File: src/hw/vcc_cfg.svh
// Offsets, field positions, reset values and timing counts of the channel capability block.
`ifndef VCC_CFG_SVH
`define VCC_CFG_SVH
`define VCC_OFF_HEADER       12'h140
`define VCC_OFF_CAP_ONE      12'h144
`define VCC_OFF_CAP_TWO      12'h148
`define VCC_OFF_CTRL_STAT    12'h14c
`define VCC_OFF_TBL_CMD      12'h160
`define VCC_OFF_TBL_DONE     12'h164
`define VCC_CAP_ID           16'h0002
`define VCC_CAP_VERSION      4'h1
`define VCC_NEXT_PTR         12'h20c
`define VCC_EXT_HI_RST       2'h0
`define VCC_LPG_RST          3'h0
`define VCC_REF_CLK          2'h0
`define VCC_ENTRY_SIZE       2'h2
`define VCC_ARB_CAP_ON       8'h03
`define VCC_ARB_CAP_OFF      8'h00
`define VCC_TBL_OFF_ON       8'h03
`define VCC_TBL_OFF_OFF      8'h00
`define VCC_SEL_RST          3'h0
`define VCC_SEL_MAX          3'h1
`define VCC_CTRL_LOAD_BIT    0
`define VCC_STAT_TBL_BIT     16
`define VCC_LOAD_CYCLES      4'h8
`endif

File: src/hw/vcc_pkg.sv
// Types shared by the channel capability block.
package vcc_pkg;
  typedef enum logic [1:0] {VCC_IDLE, VCC_ADDR, VCC_DATA} vcc_bus_state_t;
  typedef enum logic [0:0] {VCC_LD_IDLE, VCC_LD_BUSY} vcc_load_state_t;
endpackage

File: src/hw/vcc_load_if.sv
// Load request and completion signals between the register file and the table loader.
`timescale 1ns/10ps
`default_nettype none
interface vcc_load_if;
  logic start;
  logic busy;
  logic done;
  modport regs   (output start, input busy, input done);
  modport loader (input start, output busy, output done);
endinterface
`default_nettype wire

File: src/hw/vcc_loader.sv
// Table loader that applies the arbitration table over a fixed number of cycles.
`timescale 1ns/10ps
`include "vcc_cfg.svh"
`default_nettype none
module vcc_loader (
  input  wire logic hclk,
  input  wire logic hresetn,
  input  wire logic ce,
  vcc_load_if.loader lif
);
  vcc_pkg::vcc_load_state_t state;
  vcc_pkg::vcc_load_state_t next_state;
  logic [3:0] cnt;
  logic [3:0] next_cnt;
  logic       done_q;
  logic       next_done;
  assign lif.busy = (state == vcc_pkg::VCC_LD_BUSY);
  assign lif.done = done_q;
  always_comb begin
    next_state = state;
    next_cnt   = cnt;
    next_done  = 1'b0;
    if (ce) begin
      case (state)
        vcc_pkg::VCC_LD_IDLE: begin
          if (lif.start) begin
            next_state = vcc_pkg::VCC_LD_BUSY;
            next_cnt   = `VCC_LOAD_CYCLES;
          end
        end
        vcc_pkg::VCC_LD_BUSY: begin
          next_cnt = cnt - 4'h1;
          if (cnt == 4'h1) begin
            next_state = vcc_pkg::VCC_LD_IDLE;
            next_done  = 1'b1;
          end
        end
        default: next_state = vcc_pkg::VCC_LD_IDLE;
      endcase
    end else begin
      next_done = done_q;
    end
  end
  always_ff @(posedge hclk or negedge hresetn) begin
    if (!hresetn) begin
      state  <= vcc_pkg::VCC_LD_IDLE;
      cnt    <= 4'h0;
      done_q <= 1'b0;
    end else begin
      state  <= next_state;
      cnt    <= next_cnt;
      done_q <= next_done;
    end
  end
  a_load_length: assert property (@(posedge hclk) disable iff (!hresetn)
    (ce && !lif.busy && lif.start) ##1 ce[*8] |=> lif.done)
    else $error("table load did not finish in eight cycles");
endmodule
`default_nettype wire

File: src/hw/vcc_regs.sv
// Channel capability register bank on an AHB-Lite slave port.
//
// Notes on behaviour
// - The header low half reads 0002h as the channel capability identifier.
// - Header bits 19 to 16 read the structure version 1h.
// - Header bits 31 to 20 read the next capability pointer 20Ch.
// - Channel count bits 2 to 1 reset to zero and bit 0 follows the strap at reset.
// - Low-priority group count in bits 6 to 4 resets to zero.
// - Reference clock field in bits 9 to 8 reads 00b for 100 ns.
// - Table entry size field in bits 11 to 10 reads 10b for 4-bit entries.
// - Channel arbitration capability reads 03h when count bit 0 is set, else 00h.
// - That capability is meaningful only while the low-priority count is above zero.
// - Table location in bits 31 to 24 reads 03h when count bit 0 is set, else 00h.
// - Writing 1 to control bit 0 starts a table load and the bit reads back 0.
// - Arbitration select accepts 0 or 1 only, other writes give the default 0.
// - Status bit 16 sets on any table entry write and clears when a load finishes.
//
// Added by the designer: the AHB-Lite slave port.
`timescale 1ns/10ps
`include "vcc_cfg.svh"
`default_nettype none
module vcc_regs (
  input  wire logic        hclk,
  input  wire logic        hresetn,
  input  wire logic        ce,
  input  wire logic        second_channel_strap,
  input  wire logic        hsel,
  input  wire logic [31:0] haddr,
  input  wire logic [1:0]  htrans,
  input  wire logic        hwrite,
  input  wire logic [2:0]  hsize,
  input  wire logic [31:0] hwdata,
  input  wire logic        hready,
  output logic [31:0]      hrdata,
  output logic             hreadyout,
  output logic             hresp,
  output logic [2:0]       arb_select,
  output logic             table_pending,
  output logic             load_busy
);
  vcc_load_if lif ();
  logic        strap_s;
  logic        ext_lo;
  logic        next_ext_lo;
  logic [1:0]  strap_taken;
  logic [1:0]  next_strap_taken;
  logic [2:0]  sel;
  logic [2:0]  next_sel;
  logic        tbl_stat;
  logic        next_tbl_stat;
  logic        start;
  logic        next_start;
  logic        wr_pend;
  logic        next_wr_pend;
  logic [11:0] wr_addr;
  logic [11:0] next_wr_addr;
  logic [31:0] rdata;
  logic [31:0] next_rdata;
  logic        busy_q;
  logic        next_busy_q;
  logic [31:0] cap_one;
  logic [31:0] cap_two;
  logic [31:0] header;
  logic [2:0]  ext_cnt;
  logic [2:0]  lpg_cnt;
  logic        addr_ok;
  logic        wr_ctrl;
  logic        wr_tbl;
  logic [2:0]  wsel;

  vcc_sync u_sync (
    .hclk    (hclk),
    .hresetn (hresetn),
    .ce      (ce),
    .d       (second_channel_strap),
    .q       (strap_s)
  );

  vcc_loader u_loader (
    .hclk    (hclk),
    .hresetn (hresetn),
    .ce      (ce),
    .lif     (lif)
  );

  assign lif.start = start;
  assign ext_cnt   = {`VCC_EXT_HI_RST, ext_lo};
  assign lpg_cnt   = `VCC_LPG_RST;
  assign header    = {`VCC_NEXT_PTR, `VCC_CAP_VERSION, `VCC_CAP_ID};
  // The capability is reported from count bit 0; software checks the group count first.
  assign cap_one   = {20'h00000, `VCC_ENTRY_SIZE, `VCC_REF_CLK, 1'b0, lpg_cnt,
                      1'b0, ext_cnt};
  assign cap_two   = {(ext_lo ? `VCC_TBL_OFF_ON : `VCC_TBL_OFF_OFF), 16'h0000,
                      (ext_lo ? `VCC_ARB_CAP_ON : `VCC_ARB_CAP_OFF)};
  assign wsel      = (hwdata[3:1] <= `VCC_SEL_MAX) ? hwdata[3:1] : `VCC_SEL_RST;
  assign wr_ctrl   = wr_pend && (wr_addr == `VCC_OFF_CTRL_STAT);
  assign wr_tbl    = wr_pend && (wr_addr == `VCC_OFF_TBL_CMD);

  // Address decode for reads.
  always_comb begin
    addr_ok    = 1'b1;
    next_rdata = 32'h00000000;
    case (haddr[11:0])
      `VCC_OFF_HEADER:    next_rdata = header;
      `VCC_OFF_CAP_ONE:   next_rdata = cap_one;
      `VCC_OFF_CAP_TWO:   next_rdata = cap_two;
      `VCC_OFF_CTRL_STAT: next_rdata = {15'h0000, tbl_stat, 12'h000, sel, 1'b0};
      `VCC_OFF_TBL_CMD:   next_rdata = 32'h00000000;
      `VCC_OFF_TBL_DONE:  next_rdata = {31'h00000000, lif.busy};
      default:            addr_ok    = 1'b0;
    endcase
    if (!addr_ok) begin
      next_rdata = 32'h00000000;
    end
    if (!(ce && hsel && hready && htrans[1] && !hwrite)) begin
      next_rdata = rdata;
    end
  end

  // Bus phases, control, strap capture and table status.
  always_comb begin
    next_wr_pend     = wr_pend;
    next_wr_addr     = wr_addr;
    next_sel         = sel;
    next_tbl_stat    = tbl_stat;
    next_start       = 1'b0;
    next_ext_lo      = ext_lo;
    next_strap_taken = strap_taken;
    next_busy_q      = busy_q;
    if (ce) begin
      next_busy_q = lif.busy;
      if (strap_taken != 2'h3) begin
        next_strap_taken = strap_taken + 2'h1;
      end
      if (strap_taken == 2'h2) begin
        next_ext_lo = strap_s;
      end
      next_wr_pend = hsel && hready && htrans[1] && hwrite;
      if (hsel && hready && htrans[1]) begin
        next_wr_addr = haddr[11:0];
      end
      if (wr_ctrl) begin
        next_sel   = wsel;
        next_start = hwdata[`VCC_CTRL_LOAD_BIT];
      end
      if (lif.done) begin
        next_tbl_stat = 1'b0;
      end
      if (wr_tbl) begin
        next_tbl_stat = 1'b1;
      end
    end else begin
      next_start = start;
    end
  end

  always_ff @(posedge hclk or negedge hresetn) begin
    if (!hresetn) begin
      wr_pend     <= 1'b0;
      wr_addr     <= 12'h000;
      rdata       <= 32'h00000000;
      sel         <= `VCC_SEL_RST;
      tbl_stat    <= 1'b0;
      start       <= 1'b0;
      ext_lo      <= 1'b0;
      strap_taken <= 2'h0;
      busy_q      <= 1'b0;
    end else begin
      wr_pend     <= next_wr_pend;
      wr_addr     <= next_wr_addr;
      rdata       <= next_rdata;
      sel         <= next_sel;
      tbl_stat    <= next_tbl_stat;
      start       <= next_start;
      ext_lo      <= next_ext_lo;
      strap_taken <= next_strap_taken;
      busy_q      <= next_busy_q;
    end
  end

  assign hrdata        = rdata;
  assign hreadyout     = 1'b1;
  assign hresp         = 1'b0;
  assign arb_select    = sel;
  assign table_pending = tbl_stat;
  assign load_busy     = busy_q;

  a_sel_legal: assert property (@(posedge hclk) disable iff (!hresetn)
    sel <= `VCC_SEL_MAX)
    else $error("arbitration select holds an illegal value");

  a_sel_write: assert property (@(posedge hclk) disable iff (!hresetn)
    (ce && wr_ctrl) |=> (sel == $past(wsel)))
    else $error("arbitration select write not taken");

  a_sel_hold: assert property (@(posedge hclk) disable iff (!hresetn)
    (ce && !wr_ctrl) |=> $stable(sel))
    else $error("arbitration select changed without a write");

  a_load_start: assert property (@(posedge hclk) disable iff (!hresetn)
    (ce && wr_ctrl && hwdata[0]) |=> start ##1 (lif.busy || !ce))
    else $error("load request did not start the loader");

  a_start_pulse: assert property (@(posedge hclk) disable iff (!hresetn)
    (ce && start && !wr_ctrl) |=> !start)
    else $error("load request held longer than one cycle");

  a_stat_set: assert property (@(posedge hclk) disable iff (!hresetn)
    (ce && wr_tbl) |=> tbl_stat)
    else $error("table status not set by entry write");

  a_stat_clear: assert property (@(posedge hclk) disable iff (!hresetn)
    (ce && lif.done && !wr_tbl) |=> !tbl_stat)
    else $error("table status not cleared after load");

  a_stat_hold: assert property (@(posedge hclk) disable iff (!hresetn)
    (ce && !wr_tbl && !lif.done) |=> $stable(tbl_stat))
    else $error("table status changed without a cause");

  a_header_fixed: assert property (@(posedge hclk) disable iff (!hresetn)
    header == 32'h20c10002)
    else $error("capability header value wrong");

  a_header_id: assert property (@(posedge hclk) disable iff (!hresetn)
    header[15:0] == 16'h0002)
    else $error("capability identifier wrong");

  a_header_version: assert property (@(posedge hclk) disable iff (!hresetn)
    header[19:16] == 4'h1)
    else $error("capability version wrong");

  a_header_next: assert property (@(posedge hclk) disable iff (!hresetn)
    header[31:20] == 12'h20c)
    else $error("next capability pointer wrong");

  a_count_high: assert property (@(posedge hclk) disable iff (!hresetn)
    ext_cnt[2:1] == 2'h0)
    else $error("channel count upper bits not zero");

  a_strap_capture: assert property (@(posedge hclk) disable iff (!hresetn)
    (ce && strap_taken == 2'h2) |=> (ext_lo == $past(strap_s)))
    else $error("strap level not captured into the channel count");

  a_count_hold: assert property (@(posedge hclk) disable iff (!hresetn)
    (strap_taken == 2'h3) |=> $stable(ext_lo))
    else $error("channel count changed after capture");

  a_group_zero: assert property (@(posedge hclk) disable iff (!hresetn)
    lpg_cnt == 3'h0)
    else $error("low-priority group count not zero");

  a_ref_clock: assert property (@(posedge hclk) disable iff (!hresetn)
    cap_one[9:8] == 2'h0)
    else $error("reference clock field wrong");

  a_entry_size: assert property (@(posedge hclk) disable iff (!hresetn)
    cap_one[11:10] == 2'h2)
    else $error("table entry size field wrong");

  a_cap_one_res: assert property (@(posedge hclk) disable iff (!hresetn)
    cap_one[31:12] == 20'h00000 && cap_one[11:8] == 4'h8 && cap_one[6:1] == 6'h00)
    else $error("capability one fixed fields wrong");

  a_cap_follow: assert property (@(posedge hclk) disable iff (!hresetn)
    cap_two[7:0] == (cap_one[0] ? 8'h03 : 8'h00) && cap_two[31:24] == cap_two[7:0])
    else $error("arbitration capability does not track the count");

  a_cap_two_res: assert property (@(posedge hclk) disable iff (!hresetn)
    cap_two[23:8] == 16'h0000)
    else $error("capability two reserved bits not zero");

  a_table_loc: assert property (@(posedge hclk) disable iff (!hresetn)
    cap_two[31:24] == (ext_lo ? 8'h03 : 8'h00))
    else $error("table location does not track the count");

  a_ctrl_readback: assert property (@(posedge hclk) disable iff (!hresetn)
    (ce && hsel && hready && htrans[1] && !hwrite && haddr[11:0] == `VCC_OFF_CTRL_STAT)
      |=> (hrdata[0] == 1'b0 && hrdata[3:1] == $past(sel)))
    else $error("control read back wrong");

  a_ctrl_status: assert property (@(posedge hclk) disable iff (!hresetn)
    (ce && hsel && hready && htrans[1] && !hwrite && haddr[11:0] == `VCC_OFF_CTRL_STAT)
      |=> (hrdata[16] == $past(tbl_stat)))
    else $error("table status read back wrong");

  a_ctrl_reserved: assert property (@(posedge hclk) disable iff (!hresetn)
    (ce && hsel && hready && htrans[1] && !hwrite && haddr[11:0] == `VCC_OFF_CTRL_STAT)
      |=> (hrdata[31:17] == 15'h0000 && hrdata[15:4] == 12'h000))
    else $error("control reserved bits not zero");

  a_unmapped_zero: assert property (@(posedge hclk) disable iff (!hresetn)
    (ce && hsel && hready && htrans[1] && !hwrite && !addr_ok) |=> (hrdata == 32'h00000000))
    else $error("unmapped read returned data");

  a_read_hold: assert property (@(posedge hclk) disable iff (!hresetn)
    (!(ce && hsel && hready && htrans[1] && !hwrite)) |=> $stable(hrdata))
    else $error("read data changed without a read");

  a_write_capture: assert property (@(posedge hclk) disable iff (!hresetn)
    (ce && hsel && hready && htrans[1] && hwrite) |=> wr_pend)
    else $error("write address phase not taken");

  a_freeze_state: assert property (@(posedge hclk) disable iff (!hresetn)
    (!ce) |=> ($stable(sel) && $stable(tbl_stat) && $stable(start) && $stable(ext_lo)))
    else $error("state changed while the clock enable was low");

  a_busy_mirror: assert property (@(posedge hclk) disable iff (!hresetn)
    ce |=> (busy_q == $past(lif.busy)))
    else $error("busy output does not follow the loader");

  a_bus_okay: assert property (@(posedge hclk) disable iff (!hresetn)
    hreadyout && !hresp)
    else $error("bus response not ready and okay");
endmodule
`default_nettype wire

File: src/hw/vcc_sync.sv
// Two flip-flop synchroniser for the strap level.
`timescale 1ns/10ps
`default_nettype none
module vcc_sync (
  input  wire logic hclk,
  input  wire logic hresetn,
  input  wire logic ce,
  input  wire logic d,
  output logic      q
);
  logic meta;
  logic next_meta;
  logic next_q;
  always_comb begin
    next_meta = ce ? d : meta;
    next_q    = ce ? meta : q;
  end
  always_ff @(posedge hclk or negedge hresetn) begin
    if (!hresetn) begin
      meta <= 1'b0;
      q    <= 1'b0;
    end else begin
      meta <= next_meta;
      q    <= next_q;
    end
  end
endmodule
`default_nettype wire

File: config.mk
export PLATFORM = sky130hd
export DESIGN_NAME = vcc_regs
export DESIGN_NICKNAME = d
export VERILOG_FILES = /design/src/hw/vcc_pkg.sv /design/src/hw/vcc_load_if.sv /design/src/hw/vcc_loader.sv /design/src/hw/vcc_regs.sv /design/src/hw/vcc_sync.sv
export VERILOG_INCLUDE_DIRS = /design/src /design/src/hw
export SDC_FILE = /design/constraint.sdc
export NUM_CORES = 1
export LEC_CHECK = 0
export BUFFER_PORTS_ARGS = -buffer_cell sky130_fd_sc_hd__buf_2
export CORE_MARGIN = 10
export CORE_UTILIZATION = 44
export CTS_CLUSTER_DIAMETER = 60
export DETAILED_ROUTE_END_ITERATION = 7
export GPL_ROUTABILITY_DRIVEN = 0
export PLACE_DENSITY = 0.8
export SYNTH_ARGS = -nofsm -noshare
export SYNTH_HDL_FRONTEND = slang
export SYNTH_HIERARCHICAL = 1
export SYNTH_SLANG_ARGS = --single-unit
File: constraint.sdc
create_clock -name hclk -period 2.1 [get_ports hclk]
set_clock_uncertainty 0.2 [all_clocks]
set_input_delay 0.315 -clock hclk [delete_from_list [all_inputs] [get_ports hclk]]
set_output_delay 0.315 -clock hclk [all_outputs]
set_load 0.05 [all_outputs]
[Word level (Yosys, flattened, before mapping)]
Index checks and enable logic that the tools add are counted.
Storage, ports and cells
  register bits: 62
  output and inout bits: 39
  word-level logic and storage cells: 63
Cells by class
  bitwise operators: 1
  muxes and demuxes: 15
  reduce and logical (&&, ||, !) cells: 18
  equal/unequal tests: 12
  add/sub/neg operators: 2
  order comparisons: 1
Operators with widths (number)
  case mux 30 bit (5 select lines): 1
  == test 12 x 9 -> 1 bit (second input constant): 8
  2-to-1 mux 32 bit: 1
  AND reduction 2 bit: 6
  logical AND 1 bit: 9
  2-to-1 mux 1 bit: 8
  case mux 4 bit (2 select lines): 1
  OR reduction 6 bit: 1
  == test 4 x 1 -> 1 bit (second input constant): 1
  2-to-1 mux 4 bit: 1
  inequality test 2 bit (second input constant): 2
  subtractor 4 x 1 -> 4 bit (second input constant): 1
  less-or-equal comparator 3 x 1 -> 1 bit (second input constant): 1
  2-to-1 mux 3 bit: 1
  adder 2 x 1 -> 2 bit (second input constant): 1
  == test 2 bit (second input constant): 1
  2-to-1 mux 2 bit: 1
  case mux 1 bit (2 select lines): 1
  nonzero test 2 bit: 1
  logical NOT 1 bit: 1
  inverter 1 bit: 1

[Depth between registers and ports, before layout]
Gate-level depths: netlist of run 1.
  depth after elaboration: 4
  mapped depth: 5
  gate-level depth less buffers: 5

[By module]
The synthesis of run 1 kept the hierarchy.
Modules (own cells, without submodules)
  vcc_regs: area each 1624.1 µm², cells an instance 139, instances 1
  vcc_loader: area each 297.8 µm², cells an instance 30, instances 1
  vcc_sync: area each 72.6 µm², cells an instance 4, instances 1

[Least setup slack after synthesis of run 1]
Ideal clock, no wire load.
  path type: reg-to-reg
  start point: register wr_addr[4]
  end point: register sel[0] (netlist: arb_select[0])
  cell stages (with the launch flop): 4
  arrival: 1.142 ns
  buffers on the path: 0
  setup time: 0.128 ns
  data required time: 1.772 ns
  setup slack: 0.631 ns
  cell sequence: dfrtp_1 > nor4b_4 > nand4_2 > mux2_1
On the way
  cells in the longest elaborated chain, start to end: 3
RTL lines
  from (decl): line vcc_regs.sv:55  | logic [11:0] wr_addr;
  from (signal assigned): line vcc_regs.sv:170  | wr_addr <= next_wr_addr;
  == test 12 x 9 -> 1 bit (no source line)
  logical AND 1 bit: line vcc_regs.sv:96  | assign wr_ctrl = wr_pend && (wr_addr == `VCC_OFF_CTRL_STAT);
  AND reduction 2 bit (no source line)
  to (signal assigned): line vcc_regs.sv:162  | sel <= `VCC_SEL_RST;
  to (signal assigned): line vcc_regs.sv:172  | sel <= next_sel;
  to (decl): line vcc_regs.sv:47  | logic [2:0] sel;
Every way passes these cells.
A chain may end at the register's enable or synchronous reset.

[Worst setup path after layout of run 1]
Ends and elaborated chain as after synthesis.

==> results of run 1 <==
## worst max-delay path: stages (launching register included)
cell,delay [ns]
sky130_fd_sc_hd__dfrtp_1,0.41
sky130_fd_sc_hd__nor4b_4,0.33
sky130_fd_sc_hd__nand4_2,0.21
sky130_fd_sc_hd__mux2_1,0.36
## layout by cell type (no fill, tap or decap), types with 2 or more instances in the layout
cell	instances
sky130_fd_sc_hd__and2_1	3
sky130_fd_sc_hd__buf_2	39
sky130_fd_sc_hd__buf_4	2
sky130_fd_sc_hd__clkbuf_8	6
sky130_fd_sc_hd__conb_1	23
sky130_fd_sc_hd__dfrtp_1	38
sky130_fd_sc_hd__ha_1	4
sky130_fd_sc_hd__inv_1	9
sky130_fd_sc_hd__mux2_1	13
sky130_fd_sc_hd__mux2_2	4
sky130_fd_sc_hd__mux2i_1	2
sky130_fd_sc_hd__nand2_1	9
sky130_fd_sc_hd__nand2b_1	2
sky130_fd_sc_hd__nand3_1	4
sky130_fd_sc_hd__nand3b_1	2
sky130_fd_sc_hd__nand4_2	2
sky130_fd_sc_hd__nor3b_1	2
sky130_fd_sc_hd__nor3b_2	2
sky130_fd_sc_hd__nor4b_4	2
sky130_fd_sc_hd__o21ai_0	6
sky130_fd_sc_hd__o21ai_1	14
sky130_fd_sc_hd__o22ai_1	2
## state kept, by name (all words and copies together) (netlist names)
signal / flops
u_loader/cnt: 4
table_pending: 1
hrdata: 8
lif.start: 1
u_loader/lif.done: 1
u_sync/q: 1
ext_lo: 1
u_sync/meta: 1
arb_select: 3
wr_pend: 1
u_loader/lif.busy: 1
wr_addr: 12
strap_taken: 2
load_busy: 1
## cell families (layout without fill, tap and decap cells)
logic type      count (synthesis)  count (layout)  synth area share
buf+inv                        41              59             0.129
flops                          38              38             0.477
simple gates                   37              37             0.157
compound gates                 31              31            0.0979
mux                            19              19             0.106
fa+ha+maj                       4               4            0.0251
other cells                     2              23           0.00377
xor+xnor                        1               1           0.00439
## per-stage QoR
stage / util / instances / setup WS (ns) / total power [W] / hold slack [ns]
2_1_floorplan: - / 194 / 0.631 / 0.00143 / -0.181
3_3_place_gp: 0.485 / 255 / 0.275 / 0.00150 / 0.189
3_5_place_dp: 0.485 / 255 / 0.233 / 0.00154 / 0.195
4_1_cts: 0.508 / 264 / 0.456 / 0.00206 / 0.0466
5_1_grt: 0.508 / 264 / 0.382 / 0.00217 / 0.0581
6_report: 0.508 / 264 / 0.465 / 0.00203 / 0.0527
## area by class of cell
class | instances | area, um2
clock inverters | 1 | 5.00
inverters | 9 | 33.8
repair buffers | 42 | 220
multi-input cells | 115 | 865
flip-flops and latches | 38 | 951
well taps | 52 | 65.1
clock buffers | 7 | 86.3
fillers | 415 | 2160
## worst paths after layout
check / endpoint / slack (ns) / depth (start not counted)
max in group asynchronous: arb_select[1] / 0.97 / 3
max: arb_select[0] / 0.47 / 3
min: wr_addr[8] / 0.05 / 2
max reg2reg: arb_select[0] / 0.47 / 3
min reg2reg: wr_addr[10] / 0.29 / 1
min in group asynchronous: u_loader/cnt[2] / 0.40 / 3
## routing by layer
layer	wire, um	global-route usage	vias up	share of wire
li1	-	-	621	-
met1	1510	0.105	637	0.37
met2	2050	0.177	43	0.51
met3	419	0.0459	6	0.10
met4	58	0.0551	0	0.014
met5	0	0	-	0
## power groups by stage
stage / Clock, W / Sequential [W] / Combinational, W
floorplan: 0 / 0.00102 / 0.000404
global placement: 0 / 0.00101 / 0.000486
detailed placement: 0 / 0.00102 / 0.000514
finish: 0.000509 / 0.00101 / 0.000516
global route: 0.000559 / 0.00103 / 0.000575
CTS: 0.000531 / 0.00101 / 0.000522
==> impl_results.md, run 1 <==
- Post-route standard cell area excluding fillers: 0.00223 mm2
- Die area: 0.00763 mm2
- Tightest Pin Transition: a little over 0.5 ns
- Post-detailed-route count of antenna-violating nets: 0
- Hold_buf cts: 1
- Asr flop ratio synth: 1.00
- Count of state elements after synthesis: 38
- Fraction of power consumed by sequential logic: 0.496
- Count of flip-flops with a built-in enable after synthesis: 0
- Number of vias in the routed layout: about 1300
- Primary flip-flop cell chosen by synthesis mapping: sky130_fd_sc_hd__dfrtp_1
- Final number of setup-violating endpoints: 0
- P_leak: 1.12 nW
- Final Cycle Share: 0.778
- Data required time of the worst path: 2.07 ns
- CTS sink count: 38
- Setup bufs post-CTS: 0
- Pin count of the biggest net entering global routing: 39
- Origin of the worst setup path: wr_addr[4]
- Master cell of the clock root buffer: sky130_fd_sc_hd__clkbuf_8
- Status: finished clean
- Count leader, synth: sky130_fd_sc_hd__dfrtp_1
- Layout net count: about 290
- Main area contributors after synthesis: sky130_fd_sc_hd__dfrtp_1 48%, sky130_fd_sc_hd__buf_4 10%, sky130_fd_sc_hd__mux2_1 7.3%, sky130_fd_sc_hd__o21ai_1 3.5%, sky130_fd_sc_hd__ha_1 2.5%
- Cell variety after synth: 41
- Critical path arrival: 1.60 ns
- Final wirelength: 4.03 mm
- Worst-path maximum fanout: 4
- Core footprint: ~0.0044 mm2
- TritonRoute pass-1 iters: 4
- Max-cap viol count: 0
- Crit path time final: around 1.6 ns
- Synth Instances: approximately 170
- Post-Syn Area: around 0.002 mm2
- Reg2reg start: wr_addr[4]
- Clock insertion delay at the later pin of the skew report: around 0.29 ns
- Grt ovf: 0
- Int Pwr: roughly 0.0013 W
- Top achievable clock speed: 612 MHz
- Share of Yosys cell area claimed by the top area cell type: 0.477
- Clock slew seen by the registers of the worst setup and hold paths: 0.07 ns
- Vias in the first global route: between 1000 and 1500
- Endpoint type of the worst setup path: register
- GRT Overall Usage: 0.104
- Cell type contributing the most total cell area after synthesis: sky130_fd_sc_hd__dfrtp_1
- Die outline height: about 87 um
- Startpoint type of the worst setup path: register
- DPL Wire Length: about 3.1 mm
- Number of I/O port buffers: 39
- Startpoint of the tightest hold check path: haddr[8]
- Peak ir drop on the vdd network: roughly 380 uV
- Switching portion of total power: 0.336
- # IOs: 115
- Total net switching power: ~0.00068 W
- Number of vias per cell: just under 5
- Die Wd: between 80 and 90 um
- Post-placement cell area: between 0.002 and 0.0025 mm2
- Most numerous cell types in the synthesized netlist: 38 x sky130_fd_sc_hd__dfrtp_1, 27 x sky130_fd_sc_hd__buf_4, 14 x sky130_fd_sc_hd__o21ai_1
- Number of cell rows: 24
- Max-slew violation count: 0
- Share of cells above drive strength 1: 0.302
- Max transition margin: 0.656
- Initial core utilization: 0.455
- Sequential-to-total area share from yosys stat: 0.477
- Final-report hold violation count: 0
- Clock buffers created by TritonCTS: 5
- Final antenna diode count: 0
- # H-tree levels: 2
- Worst Setup Path Type: reg -> reg
- Drt drc: 0
- Post-synthesis to final-layout area growth: 11.6%
- Mean cell area of the mapped netlist: ~12 um2
- Final-layout setup total negative slack: 0 ns
- WL/cell: 15.3 um
- Maximum buffer depth of the clock tree: 2
- Ys Warns: 6
- CTS tree: yes
- Part of the total power dissipated in combinational logic: 0.254
- Unrepaired setup endpoints after global routing: false
- First-pass GRT wire length: between 6 and 7 mm
- Min-Delay Path Class: in -> reg
- Power per cell area: 914 mW/mm2
- CTS-repair resized insts: 0
- Initial antenna violation count: 0
- Clk pwr share: 0.250
- 1st-iter DRT viols: 50
Power figures use the tool's default switching activity.
==> run 2: changes to the inputs <==
- clock period: 2.1 -> 1.6 ns (I/O delays scaled with it)
==> impl_results.md, run 2 (synthesis gave the netlist of run 1 again) <==
- Status: complete, but fails checks
- Failing checks: negative setup slack
- # H-tree levels: 2 (unchanged)
- Post-placement cell area: 0.00217 mm2 (+2.1%)
- Largest register by flop count: wr_addr
- Crit path time final: 1.63 ns (-0.00892 ns)
- Number of cell rows: 24 (unchanged)
- Worst Slack Setup Final: -0.0257 ns (-0.491 ns)
- Critical path arrival: 1.60 ns (about the same)
- Number of fill cells in the layout: 401 (-3.4%)
- # IOs: 115 (unchanged)
- Post-synthesis to final-layout area growth: 17.4%
- Share of cells above drive strength 1: 0.326 (+0.0240)
- Master cell of the clock root buffer: sky130_fd_sc_hd__clkbuf_8
- Clock slew seen by the registers of the worst setup and hold paths: 0.07 ns (about the same)
- WL/cell: 14.8 um (-3.2%)
- Worst Setup Path Type: reg -> reg
- Initial core utilization: 0.455 (unchanged)
- TritonRoute pass-1 iters: 4 (unchanged)
- Die outline height: 87.3 um (unchanged)
- Post-route standard cell area excluding fillers: 0.00234 mm2 (+5.2%)
- Clock insertion delay at the later pin of the skew report: 0.30 ns (about the same)
- Data required time of the worst path: 1.58 ns (-0.49 ns)
- Grt ovf: 0 (unchanged)
- Startpoint type of the worst setup path: register
- Delay of the slowest critical-path stage: 0.41 ns (about the same)
- Critical path buffers and inverters: 0 (unchanged)
- CP cell instances: nor4b_4, nand4_2, mux2_4
- Depth of the worst register-to-register path: 3 (unchanged)
- Flip-flop count of the largest register, all copies and words added: 12 (unchanged)
- Peak ir drop on the vdd network: 494 uV (+28%)
- Endpoint type of the worst setup path: register
- GRT Overall Usage: 0.109 (+0.00438)
- Max-cap viol count: 0 (unchanged)
- Min-Delay Path Class: in -> reg
- Initial antenna violation count: 0 (unchanged)
- Number of vias per cell: 4.97 (+0.41%)
- Final antenna diode count: 0 (unchanged)
- Vias in the first global route: 1422 (+5.8%)
- Utilization after layout: 0.534 (+0.0265)
- Final number of setup-violating endpoints: 2 (+2)
- Final Cycle Share: 1.02 (+0.238)
- Maximum buffer depth of the clock tree: 2 (unchanged)
- P_leak: 1.18 nW (+5.0%)
- CTS sink count: 38 (unchanged)
- Worst hold path cell count: 2 (unchanged)
- Category of cells accounting for the largest share of critical-path delay: simple AND/OR/NAND/NOR gates
- Post-detailed-route count of antenna-violating nets: 0 (unchanged)
- DPL Wire Length: 3.21 mm (+3.1%)
- First-pass GRT wire length: 6.58 mm (+4.7%)
- Top achievable clock speed: 615 MHz (+0.55%)
- Final wirelength: 4.08 mm (+1.2%)
- Clock buffers created by TritonCTS: 5 (unchanged)
- CTS tree: yes
- Number of I/O port buffers: 39 (unchanged)
- Most common cell after layout, fill and taps aside: sky130_fd_sc_hd__buf_2
- 1st-iter DRT viols: 72 (+44%)
- Power per cell area: 1170 mW/mm2 (+28%)
- Layout net count: 303 (+4.1%)
- Setup slack at placement: -0.0108 ns (-0.244 ns)
- Pin count of the biggest net entering global routing: 39 (unchanged)
- Critical path's slowest cell: sky130_fd_sc_hd__dfrtp_1
- Worst path depth: 3 (unchanged)
- Core footprint: 0.00438 mm2 (unchanged)
- Worst-path maximum fanout: 3 (-1)
- Drt drc: 0 (unchanged)
- Die Wd: 87.3 um (unchanged)
- Commonest cells after routing, fill and taps aside: 39 x sky130_fd_sc_hd__buf_2, 38 x sky130_fd_sc_hd__dfrtp_1, 23 x sky130_fd_sc_hd__conb_1
- Max-slew violation count: 0 (unchanged)
- Final-report hold violation count: 0 (unchanged)
- Die area: 0.00763 mm2 (unchanged)
- Unrepaired setup endpoints after global routing: true
- Number of vias in the routed layout: 1372 (+5.0%)
[run 2: changes by cell type in the layout (fill, tap and decap cells not counted)]
cell,before,now
sky130_fd_sc_hd__clkinvlp_4,0,1
sky130_fd_sc_hd__clkbuf_1,1,0
sky130_fd_sc_hd__mux2_1,13,12
sky130_fd_sc_hd__or4b_1,1,0
sky130_fd_sc_hd__mux2_4,0,1
sky130_fd_sc_hd__or4b_4,0,1
sky130_fd_sc_hd__buf_4,2,8
sky130_fd_sc_hd__dlygate4sd3_1,1,7
[run 2: layout make-up]
type / instances / area, um2 / area share
tap: 52 / 65.1 / 0.0278
timing repair buffer: 54 / 325 / 0.139
clock inverter: 2 / 12.5 / 0.00534
clock buffer: 6 / 82.6 / 0.0353
multi-input combinational: 115 / 872 / 0.372
sequential: 38 / 951 / 0.406
inverter: 9 / 33.8 / 0.0144
[run 2: repair_timing]
action                                  4_1_cts  5_1_grt
hold buffers                                  7        0
endpoints found under the setup margin        1        4
buffers inserted                              0        0
pin swaps                                     0        2
gates resized for setup                       0        2
endpoints found under the hold margin        44        0
[run 2: power by group]
group,leakage [nW],total [W],switching (W),internal [W]
clock network,0.0472,0.000695,0.000349,0.000346
logic,0.647,0.000718,0.000411,0.000307
registers,0.487,0.00132,0.000171,0.00115
[run 2: path summary, 6_finish.rpt]
path                             start              end  slack, ns
max                         wr_addr[9]    arb_select[0]      -0.03
min in group asynchronous      hresetn  u_loader/cnt[1]       0.31
max reg2reg                 wr_addr[9]    arb_select[0]      -0.03
min                           haddr[9]       wr_addr[9]      0.003
min reg2reg                wr_addr[10]      wr_addr[10]       0.30
max in group asynchronous      hresetn           ext_lo       0.53
[run 2: per-stage QoR]
step | std cells | total power [W] | hold slack, ns | TNS (ns)
after floorplan | 194 | 0.00187 | -0.256 | 0
after global placement | 261 | 0.00200 | 0.116 | 0
after detailed placement | 261 | 0.00204 | 0.120 | -0.0108
after CTS | 276 | 0.00275 | 0.000388 | -0.0254
after global routing | 276 | 0.00290 | 0.00396 | -0.148
final | 276 | 0.00274 | 0.00287 | -0.0379
[run 2: worst register-to-register path: stages (launching register included)]
cell and delay [ns]:
sky130_fd_sc_hd__dfrtp_1 0.41, sky130_fd_sc_hd__nor4b_4 0.35, sky130_fd_sc_hd__nand4_2 0.21, sky130_fd_sc_hd__mux2_4 0.34
[run 2: metal layers]
| metal | wire length, um | vias to the layer above | track usage |
|---|---|---|---|
| li1 | - | 650 | - |
| met1 | 1550 | 676 | 0.109 |
| met2 | 2050 | 40 | 0.187 |
| met3 | 412 | 6 | 0.0496 |
| met4 | 68 | 0 | 0.0522 |
| met5 | 0 | - | 0 |
==> run 3: changes to the inputs <==
- CTS_CLUSTER_DIAMETER: 60 -> 150
- REMOVE_ABC_BUFFERS: not set -> 1
==> impl_results.md, run 3 (synthesis gave the netlist of run 1 again) <==
- Clock slew seen by the registers of the worst setup and hold paths: 0.07 ns (about the same)
- Int Pwr: 0.00176 W (-2.6%)
- 1st-iter DRT viols: 43 (-40%)
- Worst hold slack: 0.00420 ns (+0.00132 ns)
- Final antenna diode count: 0 (unchanged)
- Most common cell after layout, fill and taps aside: sky130_fd_sc_hd__buf_2
- Reg2reg setup slack: 0.007 ns (+0.03 ns)
- Post-placement cell area: 0.00217 mm2 (+0.23%)
- Critical path arrival: 1.57 ns (-0.03 ns)
- Final Cycle Share: 0.996 (-0.0203)
- Status: finished clean
- Layout net count: 303 (unchanged)
- Fraction of power consumed by sequential logic: 0.495 (+0.011)
- Number of cell rows: 24 (unchanged)
- Crit path time final: 1.59 ns (-0.0324 ns)
- CTS tree: yes
- Number of vias per cell: 4.80 (-3.4%)
- Post-route standard cell area excluding fillers: 0.00233 mm2 (-0.43%)
- Post-detailed-route count of antenna-violating nets: 0 (unchanged)
- # H-tree levels: 2 (unchanged)
- Die area: 0.00763 mm2 (unchanged)
- Core footprint: 0.00438 mm2 (unchanged)
- Die outline height: 87.3 um (unchanged)
- Number of vias in the routed layout: 1321 (-3.7%)
- Flip-flop count of the largest register, all copies and words added: 12 (unchanged)
- Die Wd: 87.3 um (unchanged)
- Reg2reg start: wr_addr[9]
- Max-slew violation count: 0 (unchanged)
- Delay of the slowest critical-path stage: 0.41 ns (about the same)
- Final number of setup-violating endpoints: 0 (-2)
- Switching portion of total power: 0.340 (-0.000369)
- Total net switching power: 0.000905 W (-2.7%)
- Top achievable clock speed: 628 MHz (+2.0%)
- Power per cell area: 1140 mW/mm2 (-2.2%)
- Post-synthesis to final-layout area growth: 16.9%
- Endpoint type of the worst setup path: register
- Pin count of the biggest net entering global routing: 23 (-41%)
- Data required time of the worst path: 1.58 ns (about the same)
- Clock insertion delay at the later pin of the skew report: 0.29 ns (about the same)
- Min-Delay Path Class: in -> reg
- Largest register by flop count: wr_addr
- Worst-path maximum fanout: 2 (-1)
- Master cell of the clock root buffer: sky130_fd_sc_hd__clkbuf_8
- Clk pwr share: 0.234 (-0.020)
- Startpoint type of the worst setup path: register
- Number of fill cells in the layout: 412 (+2.7%)
- Startpoint of the tightest hold check path: haddr[11]
- First-pass GRT wire length: 6.64 mm (+1.0%)
- Critical path's slowest cell: sky130_fd_sc_hd__dfrtp_1
- Drt drc: 0 (unchanged)
- GRT Overall Usage: 0.110 (+0.00107)
- DPL Wire Length: 3.22 mm (+0.16%)
- # IOs: 115 (unchanged)
- CP cell instances: nor4b_4, nand4_2, mux2_4
- Final-report hold violation count: 0 (unchanged)
- Grt ovf: 0 (unchanged)
- Max-cap viol count: 0 (unchanged)
- Vias in the first global route: 1461 (+2.7%)
- WL/cell: 14.9 um (+0.73%)
- Commonest cells after routing, fill and taps aside: 39 x sky130_fd_sc_hd__buf_2, 38 x sky130_fd_sc_hd__dfrtp_1, 23 x sky130_fd_sc_hd__conb_1
- Peak ir drop on the vdd network: 702 uV (+42%)
- Initial antenna violation count: 0 (unchanged)
- Clock buffers created by TritonCTS: 5 (unchanged)
- Share of cells above drive strength 1: 0.309 (-0.0165)
- CTS sink count: 38 (unchanged)
- Initial core utilization: 0.455 (unchanged)
- Unrepaired setup endpoints after global routing: true
- Final wirelength: 4.10 mm (+0.37%)
- Worst Setup Path Type: reg -> reg
- P_leak: 1.18 nW (-0.42%)
- Origin of the worst setup path: wr_addr[9]
- TritonRoute pass-1 iters: 4 (unchanged)
- Area used by sequential logic in the layout: 951 um2 (unchanged)
- Area of the multi-input gates: 868 um2 (-0.43%)
- Part of the total power dissipated in combinational logic: 0.271 (+0.009)
- Number of I/O port buffers: 39 (unchanged)
- Maximum buffer depth of the clock tree: 2 (unchanged)
-- run 3: cell count changes in the layout (fill, tap and decap cells not counted) --
cell,before,now
sky130_fd_sc_hd__clkbuf_1,0,2
sky130_fd_sc_hd__buf_12,0,1
sky130_fd_sc_hd__buf_4,8,7
sky130_fd_sc_hd__clkbuf_8,6,5
sky130_fd_sc_hd__clkinv_2,1,0
sky130_fd_sc_hd__clkinvlp_4,1,0
sky130_fd_sc_hd__o21ai_0,6,5
sky130_fd_sc_hd__o21ai_1,14,15
sky130_fd_sc_hd__or4b_1,0,1
sky130_fd_sc_hd__or4b_4,1,0
-- run 3: critical path: cells and delay by family (launching register included) --
family           cells  cell delay [ns]
multiplexers         1             0.33
AND/OR/NAND/NOR      2             0.54
flip-flops           1             0.41
-- run 3: worst paths after layout --
| check | end | depth (start not counted) |
|---|---|---|
| setup reg to reg | arb_select[0] | 3 |
| max in group asynchronous | strap_taken[0] | 3 |
| hold / removal | wr_addr[11] | 2 |
| hold reg to reg | wr_addr[11] | 1 |
| min in group asynchronous | hrdata[16] | 2 |
| setup / recovery | arb_select[0] | 3 |
-- run 3: repair_timing --
action	in CTS	in global routing
gates resized for setup	0	2
endpoints found under the setup margin	0	4
endpoints found under the hold margin	21	1
setup buffers	0	1
hold buffers	6	1
-- run 3: per-layer routing --
metal  up-vias  GRT usage  wire length, um
met5         -          0                0
met4         0     0.0391               57
met2        43      0.187             2020
li1        651          -                -
met1       621      0.117             1670
met3         6     0.0496              352
-- run 3: final cells by class --
class	count	share of cell area
clock buffer	7	0.0327
tap	52	0.0279
timing repair buffer	54	0.145
sequential	38	0.408
multi-input combinational	115	0.372
inverter	9	0.0145
-- run 3: per-stage QoR --
step                      TNS, ns   util  total power, W  worst slack [ns]  instances
after floorplan            -0.236      -         0.00181            -0.137        162
after CTS                       0  0.527         0.00267            0.0113        273
final                           0  0.532         0.00266           0.00676        275
after detailed placement        0  0.496         0.00204            0.0359        260
after global routing       -0.137  0.532         0.00285           -0.0472        275
after global placement          0  0.496         0.00199            0.0647        260
-- run 3: power by group through the flow --
stage / Clock (W) / Sequential, W / Combinational (W)
6_report: 0.000623 / 0.00132 / 0.000722
3_5_place_dp: 0 / 0.00134 / 0.000701
4_1_cts: 0.000631 / 0.00132 / 0.000723
5_1_grt: 0.000668 / 0.00135 / 0.000825
2_1_floorplan: 0 / 0.00134 / 0.000473
3_3_place_gp: 0 / 0.00132 / 0.000673
